**config.mk**
```make
export PLATFORM = sky130hd
export DESIGN_NAME = lcd_driver_command_decoder_flat
export DESIGN_NICKNAME = d
export VERILOG_FILES = /design/src/rtl/lcd_cmd_pkg.sv /design/src/rtl/lcd_link_if.sv /design/src/rtl/lcd_driver_command_decoder.sv /design/src/flat_wrapper.sv
export VERILOG_INCLUDE_DIRS = /design/src /design/src/rtl
export SDC_FILE = /design/constraint.sdc
export NUM_CORES = 1
export LEC_CHECK = 0
export BUFFER_PORTS_ARGS = -buffer_cell sky130_fd_sc_hd__buf_2
export CAP_MARGIN = 25
export CORE_MARGIN = 1.5
export CORE_UTILIZATION = 35
export CTS_CLUSTER_DIAMETER = 40
export DETAILED_ROUTE_END_ITERATION = 10
export PLACE_DENSITY_LB_ADDON = 0.12
export SYNTH_ARGS = -nofsm -noshare
export SYNTH_HDL_FRONTEND = slang
export SYNTH_SLANG_ARGS = --single-unit
```
**constraint.sdc**
```tcl
create_clock -name CLK_SYS -period 5.4 [get_ports CLK_SYS]
set_input_delay 0.54 -clock CLK_SYS [delete_from_list [all_inputs] [get_ports CLK_SYS]]
set_output_delay 0.54 -clock CLK_SYS [all_outputs]
set_load 0.005 [all_outputs]
```
**src/rtl/lcd_cmd_defines.svh**
```systemverilog
// Offsets, opcodes, field positions and timing counts of the LCD command link
`ifndef LCD_CMD_DEFINES_SVH
`define LCD_CMD_DEFINES_SVH
// ****************************************************
// Register select values
// ****************************************************
`define RS_CMD        2'h0
`define RS_DATA       2'h1
// ****************************************************
// Opcodes and prefix patterns
// ****************************************************
`define OP_INIT_MSB   8'h16
`define OP_INIT_LSB   8'h03
`define OP_REFRESH    8'hf0
`define MASK_MODE     8'hf0
`define PAT_MODE      8'h50
`define MASK_OSC      8'hf8
`define PAT_OSC       8'h18
`define MASK_BIAS     8'hfc
`define PAT_BIAS      8'h04
`define MASK_FRAME    8'he0
`define PAT_FRAME     8'h20
`define MASK_PTR      8'hc0
`define PAT_PTR       8'h80
// ****************************************************
// Field positions
// ****************************************************
`define BIT_BPS       3
`define BIT_INV       2
`define BIT_PD        1
`define BIT_EN        0
`define BIT_EFR       2
`define BIT_COE       1
`define BIT_OSC       0
// ****************************************************
// Host register offsets and fields
// ****************************************************
`define REG_TX        8'h00
`define REG_STATUS    8'h04
`define TX_RS_LSB     8
`define ST_BUSY       0
`define ST_CAL_WIN    1
`define ST_REFRESHED  2
`define ST_DISP_ON    3
// ****************************************************
// Timing
// ****************************************************
`define CLK_HZ        25000000
`define CAL_TIME_MS   30
`define CAL_CYCLES    ((`CAL_TIME_MS * `CLK_HZ) / 1000)
`define CAL_CNT_W     20
`endif

```
**src/rtl/lcd_cmd_pkg.sv**
```systemverilog
// Types and the shared command classifier of the LCD command link
`include "lcd_cmd_defines.svh"
package lcd_cmd_pkg;
  // ****************************************************
  // Types
  // ****************************************************
  typedef enum logic [3:0] {
    CMD_NONE, CMD_INIT_MSB, CMD_INIT_LSB, CMD_REFRESH, CMD_MODE,
    CMD_OSC, CMD_BIAS, CMD_FRAME, CMD_POINTER, CMD_RAM
  } cmd_type;

  typedef enum logic [1:0] {
    REF_IDLE = 2'h0,
    REF_PEND = 2'h1,
    REF_RUN  = 2'h3
  } refresh_state_type;

  // ****************************************************
  // Classify one byte by register select and prefix
  // ****************************************************
  function automatic cmd_type classify(input logic [1:0] rs, input logic [7:0] b);
    cmd_type c;
    c = CMD_NONE;
    if (rs == `RS_DATA) begin
      c = CMD_RAM;
    end else if (rs == `RS_CMD) begin
      if (b == `OP_INIT_MSB) c = CMD_INIT_MSB;
      else if (b == `OP_INIT_LSB) c = CMD_INIT_LSB;
      else if (b == `OP_REFRESH) c = CMD_REFRESH;
      else if ((b & `MASK_MODE) == `PAT_MODE) c = CMD_MODE;
      else if ((b & `MASK_OSC) == `PAT_OSC) c = CMD_OSC;
      else if ((b & `MASK_BIAS) == `PAT_BIAS) c = CMD_BIAS;
      else if ((b & `MASK_FRAME) == `PAT_FRAME) c = CMD_FRAME;
      else if ((b & `MASK_PTR) == `PAT_PTR) c = CMD_POINTER;
    end
    return c;
  endfunction : classify
endpackage : lcd_cmd_pkg

```
**src/rtl/lcd_link_if.sv**
```systemverilog
// Byte link between the command host and the LCD command decoder
interface lcd_link_if;
  logic       valid;
  logic       ready;
  logic [1:0] register_select;
  logic [7:0] data_byte;

  modport device (input valid, input register_select, input data_byte, output ready);
  modport host   (output valid, output register_select, output data_byte, input ready);
endinterface : lcd_link_if

```
**src/rtl/lcd_driver_command_decoder.sv**
```systemverilog
// LCD driver command decoder: the device end of the command link
// How it works
// [RULE_01] Only eight command kinds are acted on
// [RULE_02] Select 00 command, 01 display data
// [RULE_03] Commands decoded by their fixed prefix bits
// [RULE_04] Full initialize sequence resets the whole chip
// [RULE_05] Initialize needs both bytes, in order
// [RULE_06] Refresh byte reloads calibration from cells
// [RULE_07] Host refreshes calibration before display enable
// [RULE_08] Refresh ends within 30 ms on clock
// [RULE_09] Refresh waits pending while no clock
// [RULE_10] Host avoids power-down during refresh
// [RULE_11] Mode byte sets swap, inversion, power, enable
// [RULE_12] Host sets swap before enabling display
// [RULE_13] Inversion bit picks line or frame scheme
// [RULE_14] Frame scheme balances over two frames
// [RULE_15] Power-down grounds outputs, stops oscillator
// [RULE_16] Display disabled grounds all outputs
// [RULE_17] Host disables display before power-down
// [RULE_18] Clock source and frequency select bits
// [RULE_19] Reset or initialize clears all settings
`include "lcd_cmd_defines.svh"
module lcd_driver_command_decoder #(
  parameter int CAL_CYCLES = `CAL_CYCLES
) (
  // Clock and reset
  input  wire logic       CLK_SYS,
  input  wire logic       RST,
  // Command link
  lcd_link_if.device      LINK,
  // Clock and timing inputs
  input  wire logic       CLOCK_PRESENT,
  input  wire logic       FRAME_TICK,
  input  wire logic       LINE_TICK,
  // Mode settings
  output logic            BACKPLANE_SWAP_SEL,
  output logic            INVERSION_SCHEME_SEL,
  output logic            LOW_POWER_BIT,
  output logic            DISPLAY_ENABLE,
  // Oscillator settings
  output logic            EXT_CLOCK_FREQ_SEL,
  output logic            CLOCK_PIN_OUTPUT_ON,
  output logic            CLOCK_SOURCE_SEL,
  output logic            CLOCK_PIN_OE,
  output logic            OSC_RUNNING,
  // Bias and frame
  output logic [1:0]      BIAS_FIELD,
  output logic [4:0]      FRAME_DIVIDER_FIELD,
  // Display RAM
  output logic [5:0]      RAM_POINTER_FIELD,
  output logic            RAM_WRITE,
  output logic [5:0]      RAM_ADDR,
  output logic [7:0]      RAM_DATA,
  // Drive status
  output logic            OUTPUTS_GROUNDED,
  output logic            DRIVE_POLARITY,
  // Calibration and chip reset
  output logic            CAL_BUSY,
  output logic            CAL_RELOAD,
  output logic            CAL_DONE,
  output logic            CHIP_INIT
);
  localparam int CNT_W = `CAL_CNT_W;

  // ****************************************************
  // Elaboration checks
  // ****************************************************
  if (CAL_CYCLES < 1 || CAL_CYCLES >= (2 ** CNT_W)) begin : g_bad_cal
    $error("CAL_CYCLES out of range");
  end

  // ****************************************************
  // Byte intake
  // ****************************************************
  lcd_cmd_pkg::cmd_type cmd;
  logic                 take;
  logic [7:0]           b;
  logic                 init_half_r;
  logic                 chip_init;
  logic                 ready_r;

  assign b         = LINK.data_byte;
  assign take      = LINK.valid & ready_r;
  assign cmd       = take ? lcd_cmd_pkg::classify(LINK.register_select, b)
                          : lcd_cmd_pkg::CMD_NONE; // [RULE_01] [RULE_02] [RULE_03]
  assign chip_init = (cmd == lcd_cmd_pkg::CMD_INIT_LSB) & init_half_r; // [RULE_05]
  assign LINK.ready = ready_r;

  always_ff @(posedge CLK_SYS) begin
    ready_r <= ~RST;
  end

  // Second initialize byte only counts straight after the first
  always_ff @(posedge CLK_SYS) begin
    if (RST) begin
      init_half_r <= 1'b0;
    end else if (take) begin
      init_half_r <= (cmd == lcd_cmd_pkg::CMD_INIT_MSB); // [RULE_05]
    end
  end

  always_ff @(posedge CLK_SYS) begin
    if (RST) begin
      CHIP_INIT <= 1'b0;
    end else begin
      CHIP_INIT <= chip_init; // [RULE_04]
    end
  end

  // ****************************************************
  // Mode, oscillator, bias and frame settings
  // ****************************************************
  always_ff @(posedge CLK_SYS) begin
    if (RST || chip_init) begin
      BACKPLANE_SWAP_SEL   <= 1'b0; // [RULE_19] [RULE_04]
      INVERSION_SCHEME_SEL <= 1'b0;
      LOW_POWER_BIT        <= 1'b0;
      DISPLAY_ENABLE       <= 1'b0;
    end else if (cmd == lcd_cmd_pkg::CMD_MODE) begin
      BACKPLANE_SWAP_SEL   <= b[`BIT_BPS]; // [RULE_11]
      INVERSION_SCHEME_SEL <= b[`BIT_INV]; // [RULE_13]
      LOW_POWER_BIT        <= b[`BIT_PD];
      DISPLAY_ENABLE       <= b[`BIT_EN];
    end
  end

  always_ff @(posedge CLK_SYS) begin
    if (RST || chip_init) begin
      EXT_CLOCK_FREQ_SEL  <= 1'b0; // [RULE_19]
      CLOCK_PIN_OUTPUT_ON <= 1'b0;
      CLOCK_SOURCE_SEL    <= 1'b0;
    end else if (cmd == lcd_cmd_pkg::CMD_OSC) begin
      EXT_CLOCK_FREQ_SEL  <= b[`BIT_EFR]; // [RULE_18]
      CLOCK_PIN_OUTPUT_ON <= b[`BIT_COE];
      CLOCK_SOURCE_SEL    <= b[`BIT_OSC]; // [RULE_18]
    end
  end

  always_ff @(posedge CLK_SYS) begin
    if (RST || chip_init) begin
      BIAS_FIELD          <= 2'h0;
      FRAME_DIVIDER_FIELD <= 5'h00;
    end else if (cmd == lcd_cmd_pkg::CMD_BIAS) begin
      BIAS_FIELD          <= b[1:0]; // [RULE_03]
    end else if (cmd == lcd_cmd_pkg::CMD_FRAME) begin
      FRAME_DIVIDER_FIELD <= b[4:0]; // [RULE_03]
    end
  end

  // ****************************************************
  // Output drive and clock pin
  // ****************************************************
  always_ff @(posedge CLK_SYS) begin
    if (RST) begin
      OUTPUTS_GROUNDED <= 1'b1;
      OSC_RUNNING      <= 1'b0;
      CLOCK_PIN_OE     <= 1'b0;
    end else begin
      OUTPUTS_GROUNDED <= LOW_POWER_BIT | ~DISPLAY_ENABLE; // [RULE_15] [RULE_16]
      OSC_RUNNING      <= ~LOW_POWER_BIT & ~CLOCK_SOURCE_SEL; // [RULE_15] [RULE_18]
      CLOCK_PIN_OE     <= CLOCK_PIN_OUTPUT_ON & ~CLOCK_SOURCE_SEL & ~LOW_POWER_BIT;
    end
  end

  // Polarity flips per line in scheme A, per frame in scheme B
  always_ff @(posedge CLK_SYS) begin
    if (RST) begin
      DRIVE_POLARITY <= 1'b0;
    end else if (INVERSION_SCHEME_SEL ? FRAME_TICK : LINE_TICK) begin
      DRIVE_POLARITY <= ~DRIVE_POLARITY; // [RULE_13] [RULE_14]
    end
  end

  // ****************************************************
  // Display RAM writes with auto-increment
  // ****************************************************
  always_ff @(posedge CLK_SYS) begin
    if (RST || chip_init) begin
      RAM_POINTER_FIELD <= 6'h00;
      RAM_WRITE         <= 1'b0;
      RAM_ADDR          <= 6'h00;
      RAM_DATA          <= 8'h00;
    end else begin
      RAM_WRITE <= (cmd == lcd_cmd_pkg::CMD_RAM);
      if (cmd == lcd_cmd_pkg::CMD_POINTER) begin
        RAM_POINTER_FIELD <= b[5:0]; // [RULE_03]
      end else if (cmd == lcd_cmd_pkg::CMD_RAM) begin
        RAM_ADDR          <= RAM_POINTER_FIELD; // [RULE_02]
        RAM_DATA          <= b;
        RAM_POINTER_FIELD <= RAM_POINTER_FIELD + 6'h01;
      end
    end
  end

  // ****************************************************
  // External clock presence synchroniser
  // ****************************************************
  logic sync1_r;
  logic sync2_r;
  logic sync3_r;
  logic ext_present_r;
  logic clock_ok;

  always_ff @(posedge CLK_SYS) begin
    if (RST) begin
      sync1_r       <= 1'b0;
      sync2_r       <= 1'b0;
      sync3_r       <= 1'b0;
      ext_present_r <= 1'b0;
    end else begin
      sync1_r <= CLOCK_PRESENT;
      sync2_r <= sync1_r;
      sync3_r <= sync2_r;
      if (sync2_r == sync3_r) begin
        ext_present_r <= sync3_r;
      end
    end
  end

  assign clock_ok = CLOCK_SOURCE_SEL ? ext_present_r : ~LOW_POWER_BIT; // [RULE_09]

  // ****************************************************
  // Calibration refresh
  // ****************************************************
  lcd_cmd_pkg::refresh_state_type ref_state_r;
  logic [CNT_W-1:0]               cal_cnt_r;
  logic                           ref_req;

  assign ref_req = (cmd == lcd_cmd_pkg::CMD_REFRESH);

  always_ff @(posedge CLK_SYS) begin
    if (RST || chip_init) begin
      ref_state_r <= lcd_cmd_pkg::REF_IDLE;
      cal_cnt_r   <= '0;
      CAL_RELOAD  <= 1'b0;
      CAL_DONE    <= 1'b0;
      CAL_BUSY    <= 1'b0;
    end else begin
      CAL_RELOAD <= 1'b0;
      CAL_DONE   <= 1'b0;
      case (ref_state_r)
        lcd_cmd_pkg::REF_IDLE: begin
          if (ref_req) begin
            ref_state_r <= lcd_cmd_pkg::REF_PEND; // [RULE_06]
            CAL_BUSY    <= 1'b1;
          end
        end
        lcd_cmd_pkg::REF_PEND: begin
          if (clock_ok) begin
            ref_state_r <= lcd_cmd_pkg::REF_RUN; // [RULE_09]
            cal_cnt_r   <= CNT_W'(CAL_CYCLES - 1);
            CAL_RELOAD  <= 1'b1; // [RULE_06]
          end
        end
        lcd_cmd_pkg::REF_RUN: begin
          if (ref_req) begin
            cal_cnt_r  <= CNT_W'(CAL_CYCLES - 1); // [RULE_06]
            CAL_RELOAD <= 1'b1;
          end else if (cal_cnt_r == '0) begin
            ref_state_r <= lcd_cmd_pkg::REF_IDLE; // [RULE_08]
            CAL_DONE    <= 1'b1;
            CAL_BUSY    <= 1'b0;
          end else if (clock_ok) begin
            cal_cnt_r <= cal_cnt_r - CNT_W'(1); // [RULE_08]
          end
        end
        default: begin
          ref_state_r <= lcd_cmd_pkg::REF_IDLE;
        end
      endcase
    end
  end
endmodule : lcd_driver_command_decoder

```
**src/flat_wrapper.sv**
```systemverilog
// flat-port wrapper written by rule: the top's interface ports become plain ports
module lcd_driver_command_decoder_flat 
#(
  parameter int CAL_CYCLES = `CAL_CYCLES
)
  (CLK_SYS, RST, CLOCK_PRESENT, FRAME_TICK, LINE_TICK, BACKPLANE_SWAP_SEL, INVERSION_SCHEME_SEL, LOW_POWER_BIT, DISPLAY_ENABLE, EXT_CLOCK_FREQ_SEL, CLOCK_PIN_OUTPUT_ON, CLOCK_SOURCE_SEL, CLOCK_PIN_OE, OSC_RUNNING, BIAS_FIELD, FRAME_DIVIDER_FIELD, RAM_POINTER_FIELD, RAM_WRITE, RAM_ADDR, RAM_DATA, OUTPUTS_GROUNDED, DRIVE_POLARITY, CAL_BUSY, CAL_RELOAD, CAL_DONE, CHIP_INIT, LINK_valid, LINK_register_select, LINK_data_byte, LINK_ready);
  lcd_link_if LINK_i ();
  input  wire logic CLK_SYS;
  input  wire logic RST;
  input  wire logic CLOCK_PRESENT;
  input  wire logic FRAME_TICK;
  input  wire logic LINE_TICK;
  output logic BACKPLANE_SWAP_SEL;
  output logic INVERSION_SCHEME_SEL;
  output logic LOW_POWER_BIT;
  output logic DISPLAY_ENABLE;
  output logic EXT_CLOCK_FREQ_SEL;
  output logic CLOCK_PIN_OUTPUT_ON;
  output logic CLOCK_SOURCE_SEL;
  output logic CLOCK_PIN_OE;
  output logic OSC_RUNNING;
  output logic [1:0] BIAS_FIELD;
  output logic [4:0] FRAME_DIVIDER_FIELD;
  output logic [5:0] RAM_POINTER_FIELD;
  output logic RAM_WRITE;
  output logic [5:0] RAM_ADDR;
  output logic [7:0] RAM_DATA;
  output logic OUTPUTS_GROUNDED;
  output logic DRIVE_POLARITY;
  output logic CAL_BUSY;
  output logic CAL_RELOAD;
  output logic CAL_DONE;
  output logic CHIP_INIT;
  input wire logic [$bits(LINK_i.valid)-1:0] LINK_valid;
  input wire logic [$bits(LINK_i.register_select)-1:0] LINK_register_select;
  input wire logic [$bits(LINK_i.data_byte)-1:0] LINK_data_byte;
  output wire logic [$bits(LINK_i.ready)-1:0] LINK_ready;
  assign LINK_i.valid = LINK_valid;
  assign LINK_i.register_select = LINK_register_select;
  assign LINK_i.data_byte = LINK_data_byte;
  assign LINK_ready = LINK_i.ready;
  lcd_driver_command_decoder #(.CAL_CYCLES(CAL_CYCLES)) u_core (.CLK_SYS(CLK_SYS), .RST(RST), .LINK(LINK_i), .CLOCK_PRESENT(CLOCK_PRESENT), .FRAME_TICK(FRAME_TICK), .LINE_TICK(LINE_TICK), .BACKPLANE_SWAP_SEL(BACKPLANE_SWAP_SEL), .INVERSION_SCHEME_SEL(INVERSION_SCHEME_SEL), .LOW_POWER_BIT(LOW_POWER_BIT), .DISPLAY_ENABLE(DISPLAY_ENABLE), .EXT_CLOCK_FREQ_SEL(EXT_CLOCK_FREQ_SEL), .CLOCK_PIN_OUTPUT_ON(CLOCK_PIN_OUTPUT_ON), .CLOCK_SOURCE_SEL(CLOCK_SOURCE_SEL), .CLOCK_PIN_OE(CLOCK_PIN_OE), .OSC_RUNNING(OSC_RUNNING), .BIAS_FIELD(BIAS_FIELD), .FRAME_DIVIDER_FIELD(FRAME_DIVIDER_FIELD), .RAM_POINTER_FIELD(RAM_POINTER_FIELD), .RAM_WRITE(RAM_WRITE), .RAM_ADDR(RAM_ADDR), .RAM_DATA(RAM_DATA), .OUTPUTS_GROUNDED(OUTPUTS_GROUNDED), .DRIVE_POLARITY(DRIVE_POLARITY), .CAL_BUSY(CAL_BUSY), .CAL_RELOAD(CAL_RELOAD), .CAL_DONE(CAL_DONE), .CHIP_INIT(CHIP_INIT));
endmodule
```
==> impl_metrics.toml, run 1 <==
[global_routing]
antenna_found_initial = 0
grt_pass1_vias = 2610
grt_pass1_wl_mm = 13.37
grt_overflow = 0
grt_max_degree = 23
grt_usage_pct = 17.16

[power_and_ir_drop]
pwr-share-seq_pct = 49.8
swShare_pct = 21.93
p_clk_share_pct = 45.1
powerDensity_mw_per_mm2 = 275.7
p_switching_mw = 0.2342
leakage_nw = 1.620
vdd_drop_max_v = 0.0001420
comb_power_share_pct = 5.1
p_int_mw = 0.8335

[floorplanning]
floorplan.initialDensity_pct = 35.74
fp.dieH_um = 99.45
pin_count = 60
die_w_um = 99.45
core_area_sq_mm = 0.009109
fp-row-count = 35
dieArea_sq_mm = 0.009889

[routing]
drt-pass1-iter-count = 4
drt-initial-drc-count = 176
vias = 2796
routedWlPerCell_um = 14.87
drc = 0
viasPerCell = 5.168
ant_nets = 0
wirelength_mm = 8.046

[clock_network]
insertion_delay_ns = 0.34
h-tree-depth = 3
path_clk_slew_ns = 0.07
cts_buffers = 9
post_cts_buffers = 0
cts_buffer_depth = 2
cts_resized = 0
cts_tree = "built"
root_buffer = "clkbuf_8"
holdBufCountCts = 0
cts_sinks = 71

[setup_path]
cp.required_ns = 5.62
r2r_slack_ns = 2.77
regToRegStartpoint = "u_core.cal_cnt_r[3]"
cpLargestDelayFamily = "simple AND/OR/NAND/NOR gates"
worst-path-max-fanout = 22
cp_data_arrival_time_ns = 3.21
r2r_end = "u_core.cal_cnt_r[15]"
start_kind = "input port"
path_buf_inv = 3
critPathMaxStageDelay_ns = 0.72
end_kind = "register"
r2r_cells = 6
cp_slowest_cell = "or4b_2"
critPathLaunch = "LINK_data_byte[5]"
critical_path_class = "input port to register"
crit_chain = "buf_2 > or4b_2 > o211a_1 > a31oi_1 > nand4_1 > nand2_1 > buf_8 > buf_4 > nor2_1"

[timing]
rsz0062_at_grt = "false"
period_share_pct = 55.37
clock_skew_ns = 0.01071
fmax_mhz = 334.4
final.min_clock_period_ns = 2.990
slew_headroom_pct = 45.12
tightest_slew_ns = 0.8215
setup_viol = 0
fin_setup_tns_ns = 0
maxSlewViolCount = 0
hold_viol = 0

[synthesis]
synth_top_cell_by_area = "dfxtp_1"
synth_ff_type = "dfxtp_1"
syn_inst = 368
ys_types = 61
syn_area_sq_mm = 0.003256
yosys.area.top_type_share_pct = 43.66
avgSynthCellArea_sq_um = 8.847
synth_fp_nets = 386
async_flop_share_pct = 0
synthTopCellsByArea = "dfxtp_1, mux2i_1, nor2_1, xnor2_1, a21oi_1"
yosysWarnings = 0
synth-edff-count = 0
synth_common_cells = "dfxtp_1, nor2_1, mux2i_1"
ys_ff_latch = 71
yosysSeqAreaShare_pct = 43.66
synth_most_common_cell = "dfxtp_1"

[cells_and_area]
syn2layout_area_growth_pct = 18.95
num-fill-cells = 917
regArea_sq_mm = 0.001421
multiInputGateArea_sq_mm = 0.001722
nNetsFinal = 443
antennaDiodeCount = 0
stdcell_count = 541
drive_above_1_share_pct = 21.16

[outcome]
status = "completed"

[worst_hold_path]
hp-class = "register to register"
hp-start = "u_core.DISPLAY_ENABLE"
holdPathStages = 1
hold_path_end = "u_core.OUTPUTS_GROUNDED"

[placed_design]
gp_congestion = 0.7835
dp_hpwl_mm = 5.675
dp.cells = 525
io_buffer_count = 59

[run]
cap_violations = 0
flip-flops by register name (all words and copies together) (netlist names), 2 cells and up:
register                    count
u_core.cal_cnt_r               20
u_core.RAM_DATA                 8
u_core.RAM_ADDR                 6
u_core.RAM_POINTER_FIELD        6
u_core.FRAME_DIVIDER_FIELD      5
u_core.BIAS_FIELD               2
u_core.ref_state_r              2
power groups by stage:
stage	Combinational [mW]	Clock [mW]	Sequential, mW
final	0.0547	0.481	0.532
after global routing	0.0611	0.514	0.532
after CTS	0.0552	0.493	0.532
after detailed placement	0.0550	0	0.544
after global placement	0.0537	0	0.544
after floorplan	0.0331	0	0.544
metal layers:
layer	part of all wire [%]	GRT usage, %	vias up
met3	3.9	4.357	2
li1	-	-	1419
met5	0	0	-
met1	53	25.07	1314
met2	43	24.82	61
met4	0.53	5.200	0
kinds of logic after synthesis:
family,count (synthesis),synth area share [%]
simple gates,156,25.10
flops,71,43.66
compound gates,68,13.80
mux,29,8.916
buf+inv,26,3.459
xor+xnor,16,4.305
fa+ha+maj,2,0.7685
placed cells by master (no fill, tap or decap), types with 3 or more instances in the layout:
| cell | netlist | routed |
|---|---|---|
| or3_1 | 4 | 4 |
| buf_4 | 1 | 3 |
| and2_1 | 3 | 3 |
| nand4_1 | 3 | 3 |
| nor4_1 | 5 | 5 |
| mux2i_1 | 29 | 29 |
| a211oi_1 | 4 | 4 |
| o211ai_1 | 3 | 3 |
| nand3_1 | 11 | 11 |
| a31oi_1 | 5 | 5 |
| nor3_1 | 15 | 15 |
| inv_1 | 9 | 9 |
| nand2b_1 | 7 | 7 |
| dfxtp_1 | 71 | 71 |
| nand2_1 | 20 | 20 |
| o21ai_0 | 7 | 7 |
| a21oi_1 | 24 | 24 |
| nor2_1 | 57 | 57 |
| xnor2_1 | 14 | 14 |
| buf_2 | 3 | 59 |
| o31ai_1 | 3 | 3 |
| or4_1 | 4 | 4 |
| clkbuf_8 | 0 | 11 |
| nand3b_1 | 4 | 4 |
| nor2b_1 | 6 | 6 |
worst reg2reg max path, cell delays in order (launching register included):
cell,delay [ns]
dfxtp_1,0.37
or4_4,0.58
or4_4,0.60
o31ai_1,0.51
a2111oi_0,0.23
xnor2_1,0.18
nor2_1,0.05
final cells by class:
type | count | share of cell area (%)
clock buffers | 13 | 4.103
clock inverters | 3 | 1.680
inverters | 9 | 0.8724
multi-input cells | 271 | 44.46
flip-flops and latches | 71 | 36.70
well taps | 111 | 3.586
repair buffers | 63 | 8.595
through the flow:
step | setup WS (ns) | hold slack [ns] | cell area [sq um] | power, mW | utilization [%]
after CTS | 2.384 | 0.3998 | 3872 | 1.080 | 42.51
final | 2.410 | 0.4065 | 3872 | 1.068 | 42.51
after floorplan | 2.741 | 0.3868 | 3256 | 0.5768 | -
after global routing | 2.209 | 0.4132 | 3872 | 1.107 | 42.51
after global placement | 1.864 | 0.3889 | 3633 | 0.5977 | 39.89
after detailed placement | 2.038 | 0.3872 | 3649 | 0.5991 | 40.05
worst max path at each step:
stage / end / slack [ns] / depth (start not counted)
final: u_core.FRAME_DIVIDER_FIELD[1] / 2.41 / 9
after global routing: u_core.FRAME_DIVIDER_FIELD[1] / 2.21 / 9
after CTS: u_core.FRAME_DIVIDER_FIELD[1] / 2.38 / 9
after detailed placement: u_core.FRAME_DIVIDER_FIELD[1] / 2.04 / 9
after global placement: u_core.FRAME_DIVIDER_FIELD[0] / 1.86 / 8
after floorplan: u_core.RAM_ADDR[1] / 2.74 / 8
Power figures use the tool's default switching activity.
==> inputs of run 2 (changes only) <==
- clock period: 5.4 -> 2.67 ns (I/O delays scaled with it)
==> run 2 against run 1 <==
Via count increased by 2.2%. Global-route usage shrank 0.35 points. Routed wire length rose by 0.24%. Flip-flop and latch count did not move. Clock skew fell by 0.0043 ns. Power grew 93%. Count of clock-buffer cells in the layout decreased by 1. Combinational power grew 120%. Critical path depth fell by 3. Sequential power up 100%. Non-clock buffer count up 10. Critical path type is now register to register. Largest power group unchanged. Highest routed layer unchanged.
==> impl_metrics.toml, run 2 (synthesis gave the netlist of run 1 again) <==
[worst_hold_path]
hp-start = "CLOCK_PRESENT"
hp-class = "input port to register"
holdPathStages = 2
hold_path_end = "u_core.sync1_r"

[clock_network]
cts_resized = 0
post_cts_buffers = 0
path_clk_slew_ns = 0.07
holdBufCountCts = 0
h-tree-depth = 3
cts_sinks = 71
cts_tree = "built"
cts_buffers = 9
root_buffer = "clkbuf_8"
cts_buffer_depth = 2
insertion_delay_ns = 0.34

[global_routing]
grt_overflow = 0
grt_max_degree = 28
grt_pass1_wl_mm = 13.27
grt_usage_pct = 16.81
grt_pass1_vias = 2662
antenna_found_initial = 0

[cells_and_area]
largest_register_ffs = 20
nNetsFinal = 453
final_cell_mix = "dfxtp_1, buf_2, nor2_1"
antennaDiodeCount = 0
regMostFlops = "u_core.cal_cnt_r"
syn2layout_area_growth_pct = 21.87
final_core_util_pct = 43.56
mostFrequentLayoutCell = "dfxtp_1"
num-fill-cells = 926
top_regs = "u_core.cal_cnt_r x20, u_core.RAM_DATA x8"
drive_above_1_share_pct = 23.18

[floorplanning]
floorplan.initialDensity_pct = 35.74
fp-row-count = 35
core_area_sq_mm = 0.009109
dieArea_sq_mm = 0.009889
die_w_um = 99.45
pin_count = 60
fp.dieH_um = 99.45

[setup_path]
cp_slowest_cell = "or4_4"
regToRegStartpoint = "u_core.cal_cnt_r[3]"
path_common_cell = "or4_4"
cp.required_ns = 2.94
cp_data_arrival_time_ns = 2.79
crit_chain = "or4_4 > or4_4 > nor3_4 > a211oi_1 > or3_1 > a21oi_2"
critPathMaxStageDelay_ns = 0.62
r2r_cells = 6
worst-path-max-fanout = 8
start_kind = "register"
critical_path_class = "register to register"
end_kind = "register"
r2r_slack_ns = 0.14
r2r_end = "u_core.cal_cnt_r[18]"

[outcome]
status = "completed"

[placed_design]
gp_congestion = 0.8825
io_buffer_count = 59
dp_hpwl_mm = 5.886

[routing]
viasPerCell = 5.187
dr_wl_met3_um = 402
drc = 0
route.met2.wl_mm = 3.644
wl_met1_mm = 3.964
drt-initial-drc-count = 191
routedWlPerCell_um = 14.64
drt-pass1-iter-count = 5
maxUsedRoutingLayer = "met4"
ant_nets = 0
vias = 2858
wirelength_mm = 8.065

[timing]
slew_headroom_pct = 43.28
hold_viol = 0
fin_setup_tns_ns = 0
final.min_clock_period_ns = 2.526
setup_viol = 0
fmax_mhz = 395.9
rsz0062_at_grt = "false"
clock_skew_ns = 0.006383
period_share_pct = 94.60
maxSlewViolCount = 0
tightest_slew_ns = 0.8443

[power_and_ir_drop]
vdd_drop_max_v = 0.0002687
leakage_nw = 1.661
powerDensity_mw_per_mm2 = 518.1

[run]
cap_violations = 0
## run 2: changes by cell type in the layout (fill, tap and decap cells not counted), sizes merged
cell | before | now
buf | 63 | 73
clkinvlp | 0 | 2
bufinv | 2 | 1
clkbuf | 13 | 12
clkinv | 1 | 0
inv | 9 | 10
## run 2: metrics by stage
stage,instance area [sq um],cells,hold slack [ns],total power [mW],worst slack [ns]
floorplan,3256,368,0.3562,1.167,0.2249
global placement,3754,535,0.3864,1.219,0.1469
detailed placement,3754,535,0.3944,1.220,0.06160
CTS,3953,551,0.1420,2.087,0.05563
global route,3968,551,0.1478,2.140,0.01036
finish,3968,551,0.1510,2.056,0.1441
## run 2: worst max-delay path: cells and delay by family (launching register included)
| kind | cells | cell delay (ns) |
|---|---|---|
| AOI/OAI and AO/OA | 2 | 0.24 |
| DFF | 1 | 0.36 |
| and+or+nand+nor | 4 | 1.84 |
## run 2: how the worst max path moves through the flow
stage / start / end / slack (ns) / cells past startpoint
CTS: u_core.cal_cnt_r[3] / u_core.cal_cnt_r[15] / 0.06 / 6
global placement: u_core.cal_cnt_r[3] / u_core.cal_cnt_r[18] / 0.15 / 6
global route: u_core.cal_cnt_r[3] / u_core.cal_cnt_r[18] / 0.01 / 6
detailed placement: u_core.cal_cnt_r[3] / u_core.cal_cnt_r[15] / 0.06 / 6
floorplan: u_core.cal_cnt_r[3] / u_core.cal_cnt_r[18] / 0.22 / 7
finish: u_core.cal_cnt_r[3] / u_core.cal_cnt_r[18] / 0.14 / 6
## run 2: cell type report
cell class / count / area [sq um] / share of cell area, %
Clock buffer: 12 / 145.1 / 3.658
Clock inverter: 4 / 53.80 / 1.356
Inverter: 9 / 33.78 / 0.8515
Multi-Input combinational cell: 271 / 1737 / 43.77
Sequential cell: 71 / 1421 / 35.82
Tap cell: 111 / 138.9 / 3.500
Timing Repair Buffer: 73 / 437.9 / 11.04
## run 2: power breakdown
group / leakage [nW] / total, mW / switching (mW) / internal [mW]
Clock: 0.0932 / 0.861 / 0.399 / 0.461
Combinational: 0.994 / 0.119 / 0.0726 / 0.0467
Sequential: 0.574 / 1.08 / 0.00778 / 1.07
Total: 1.66 / 2.06 / 0.480 / 1.58
## run 2: routing by layer
layer | up-vias | track usage (%)
met4 | 0 | 5.525
li1 | 1443 | -
met1 | 1332 | 23.90
met3 | 8 | 3.092
met2 | 75 | 25.71
met5 | - | 0
==> inputs of run 3 (changes only) <==
- PLACE_DENSITY: unset -> 0.53
- PLACE_DENSITY_LB_ADDON: 0.12 -> unset
- SKIP_LAST_GASP: unset -> 1
==> run 3 against run 2 <==
Worst hold slack got worse by 0.011 ns. Combinational power barely moved. Final cell count rose by 0.54%. Flip-flop and latch count did not move. Sequential share of layout area fell by 0.18 points. Global-route usage rose by 0.077 points. Clock power rose by 8.6%. Clock skew fell by 0.0012 ns. Non-clock buffer count rose by 3. Critical path type unchanged.
==> impl_metrics.toml, run 3 (synthesis gave the netlist of run 1 again) <==
[floorplanning]
die_w_um = 99.45
core_area_sq_mm = 0.009109
dieArea_sq_mm = 0.009889
fp-row-count = 35
pin_count = 60
floorplan.initialDensity_pct = 35.74
fp.dieH_um = 99.45

[placed_design]
dpl_worst_slack_ns = 0.1031
dp.cells = 538
place_area_sq_mm = 0.003764
io_buffer_count = 59
gp_congestion = 0.8451
dp_hpwl_mm = 5.731

[cells_and_area]
final_cell_mix = "dfxtp_1, buf_2, nor2_1"
stdcell_count = 554
regMostFlops = "u_core.cal_cnt_r"
mostFrequentLayoutCell = "dfxtp_1"
nNetsFinal = 456
syn2layout_area_growth_pct = 22.48
final_core_util_pct = 43.78
largest_register_ffs = 20
top_regs = "u_core.cal_cnt_r x20, u_core.RAM_DATA x8"
design_area_sq_mm = 0.003988
antennaDiodeCount = 0
drive_above_1_share_pct = 23.93

[outcome]
status = "completed"

[setup_path]
regToRegStartpoint = "u_core.cal_cnt_r[3]"
cp.required_ns = 2.94
worst-path-max-fanout = 8
end_kind = "register"
path_common_cell = "or4_4"
start_kind = "register"
cp_slowest_cell = "or4_4"
critPathMaxStageDelay_ns = 0.60
cp_data_arrival_time_ns = 2.82
critPathLaunch = "u_core.cal_cnt_r[3]"
crit_chain = "or4_4 > or4_4 > nor3_4 > a211oi_2 > or3_1 > a21oi_2"
critical_path_class = "register to register"

[clock_network]
insertion_delay_ns = 0.34
holdBufCountCts = 0
cts_tree = "built"
cts_sinks = 71
cts_buffer_depth = 2
cts_buffers = 9
root_buffer = "clkbuf_8"
path_clk_slew_ns = 0.07
h-tree-depth = 3

[global_routing]
grt_pass1_vias = 2628
grt_max_degree = 37
antenna_found_initial = 0
grt_pass1_wl_mm = 13.14
grt_usage_pct = 16.88
grt_overflow = 0

[timing]
fmax_mhz = 391.6
setup_viol = 0
maxSlewViolCount = 0
hold_viol = 0
finalWorstSetupSlack_ns = 0.1165
period_share_pct = 95.64
clock_skew_ns = 0.005225
rsz0062_at_grt = "false"
fin_setup_tns_ns = 0
final.min_clock_period_ns = 2.554
slew_headroom_pct = 43.68
tightest_slew_ns = 0.8384

[routing]
routedWlPerCell_um = 14.55
drt-initial-drc-count = 228
vias = 2840
drt-pass1-iter-count = 4
viasPerCell = 5.126
wirelength_mm = 8.062
drc = 0
ant_nets = 0

[power_and_ir_drop]
vdd_drop_max_v = 0.0002621
powerDensity_mw_per_mm2 = 533.9
leakage_nw = 1.685

[worst_hold_path]
hp-start = "CLOCK_PRESENT"
hp-class = "input port to register"

[run]
cap_violations = 0
run 3: cell type report:
cell class,instances,area [sq um]
timing repair buffer,76,447.9
fill,937,5121
sequential,71,1421
inverter,9,33.78
clock inverter,5,82.58
multi-input combinational,271,1732
tap,111,138.9
clock buffer,11,131.4
run 3: critical path: cells and delay by family (launching register included):
family | cells | cell delay [ns]
AND/OR/NAND/NOR | 4 | 1.85
flip-flops | 1 | 0.37
AO/OA/AOI/OAI | 2 | 0.24
run 3: timing repair:
action / CTS / global route
buffers inserted: 0 / 0
gates resized for setup: 0 / 2
setup endpoints to repair: 0 / 1
run 3: per-stage QoR:
step	hold slack [ns]	power, mW
floorplan	0.3562	1.167
global placement	0.3872	1.218
detailed placement	0.3898	1.219
CTS	0.1309	2.152
global route	0.1440	2.214
finish	0.1397	2.129
run 3: layer usage:
layer,up-vias,share of wire (%),GRT usage (%),wire length [um]
li1,1446,-,-,-
met4,0,1.5,7.151,121
met5,-,0,0,0
met3,10,3.9,3.584,311
met1,1330,53,24.93,4247
met2,54,42,23.60,3381
run 3: power by group:
part,internal (mW),switching (mW)
clock,0.529,0.406
sequential,1.07,0.00774
combinational,0.0457,0.0727
run 3: final timing paths:
kind	endpoint	slack, ns	cells past startpoint
worst max register to register	u_core.cal_cnt_r[18]	0.12	6
worst min register to register	u_core.OUTPUTS_GROUNDED	0.41	1
worst max-delay path	u_core.cal_cnt_r[18]	0.12	6
worst min-delay path	u_core.sync1_r	0.14	2
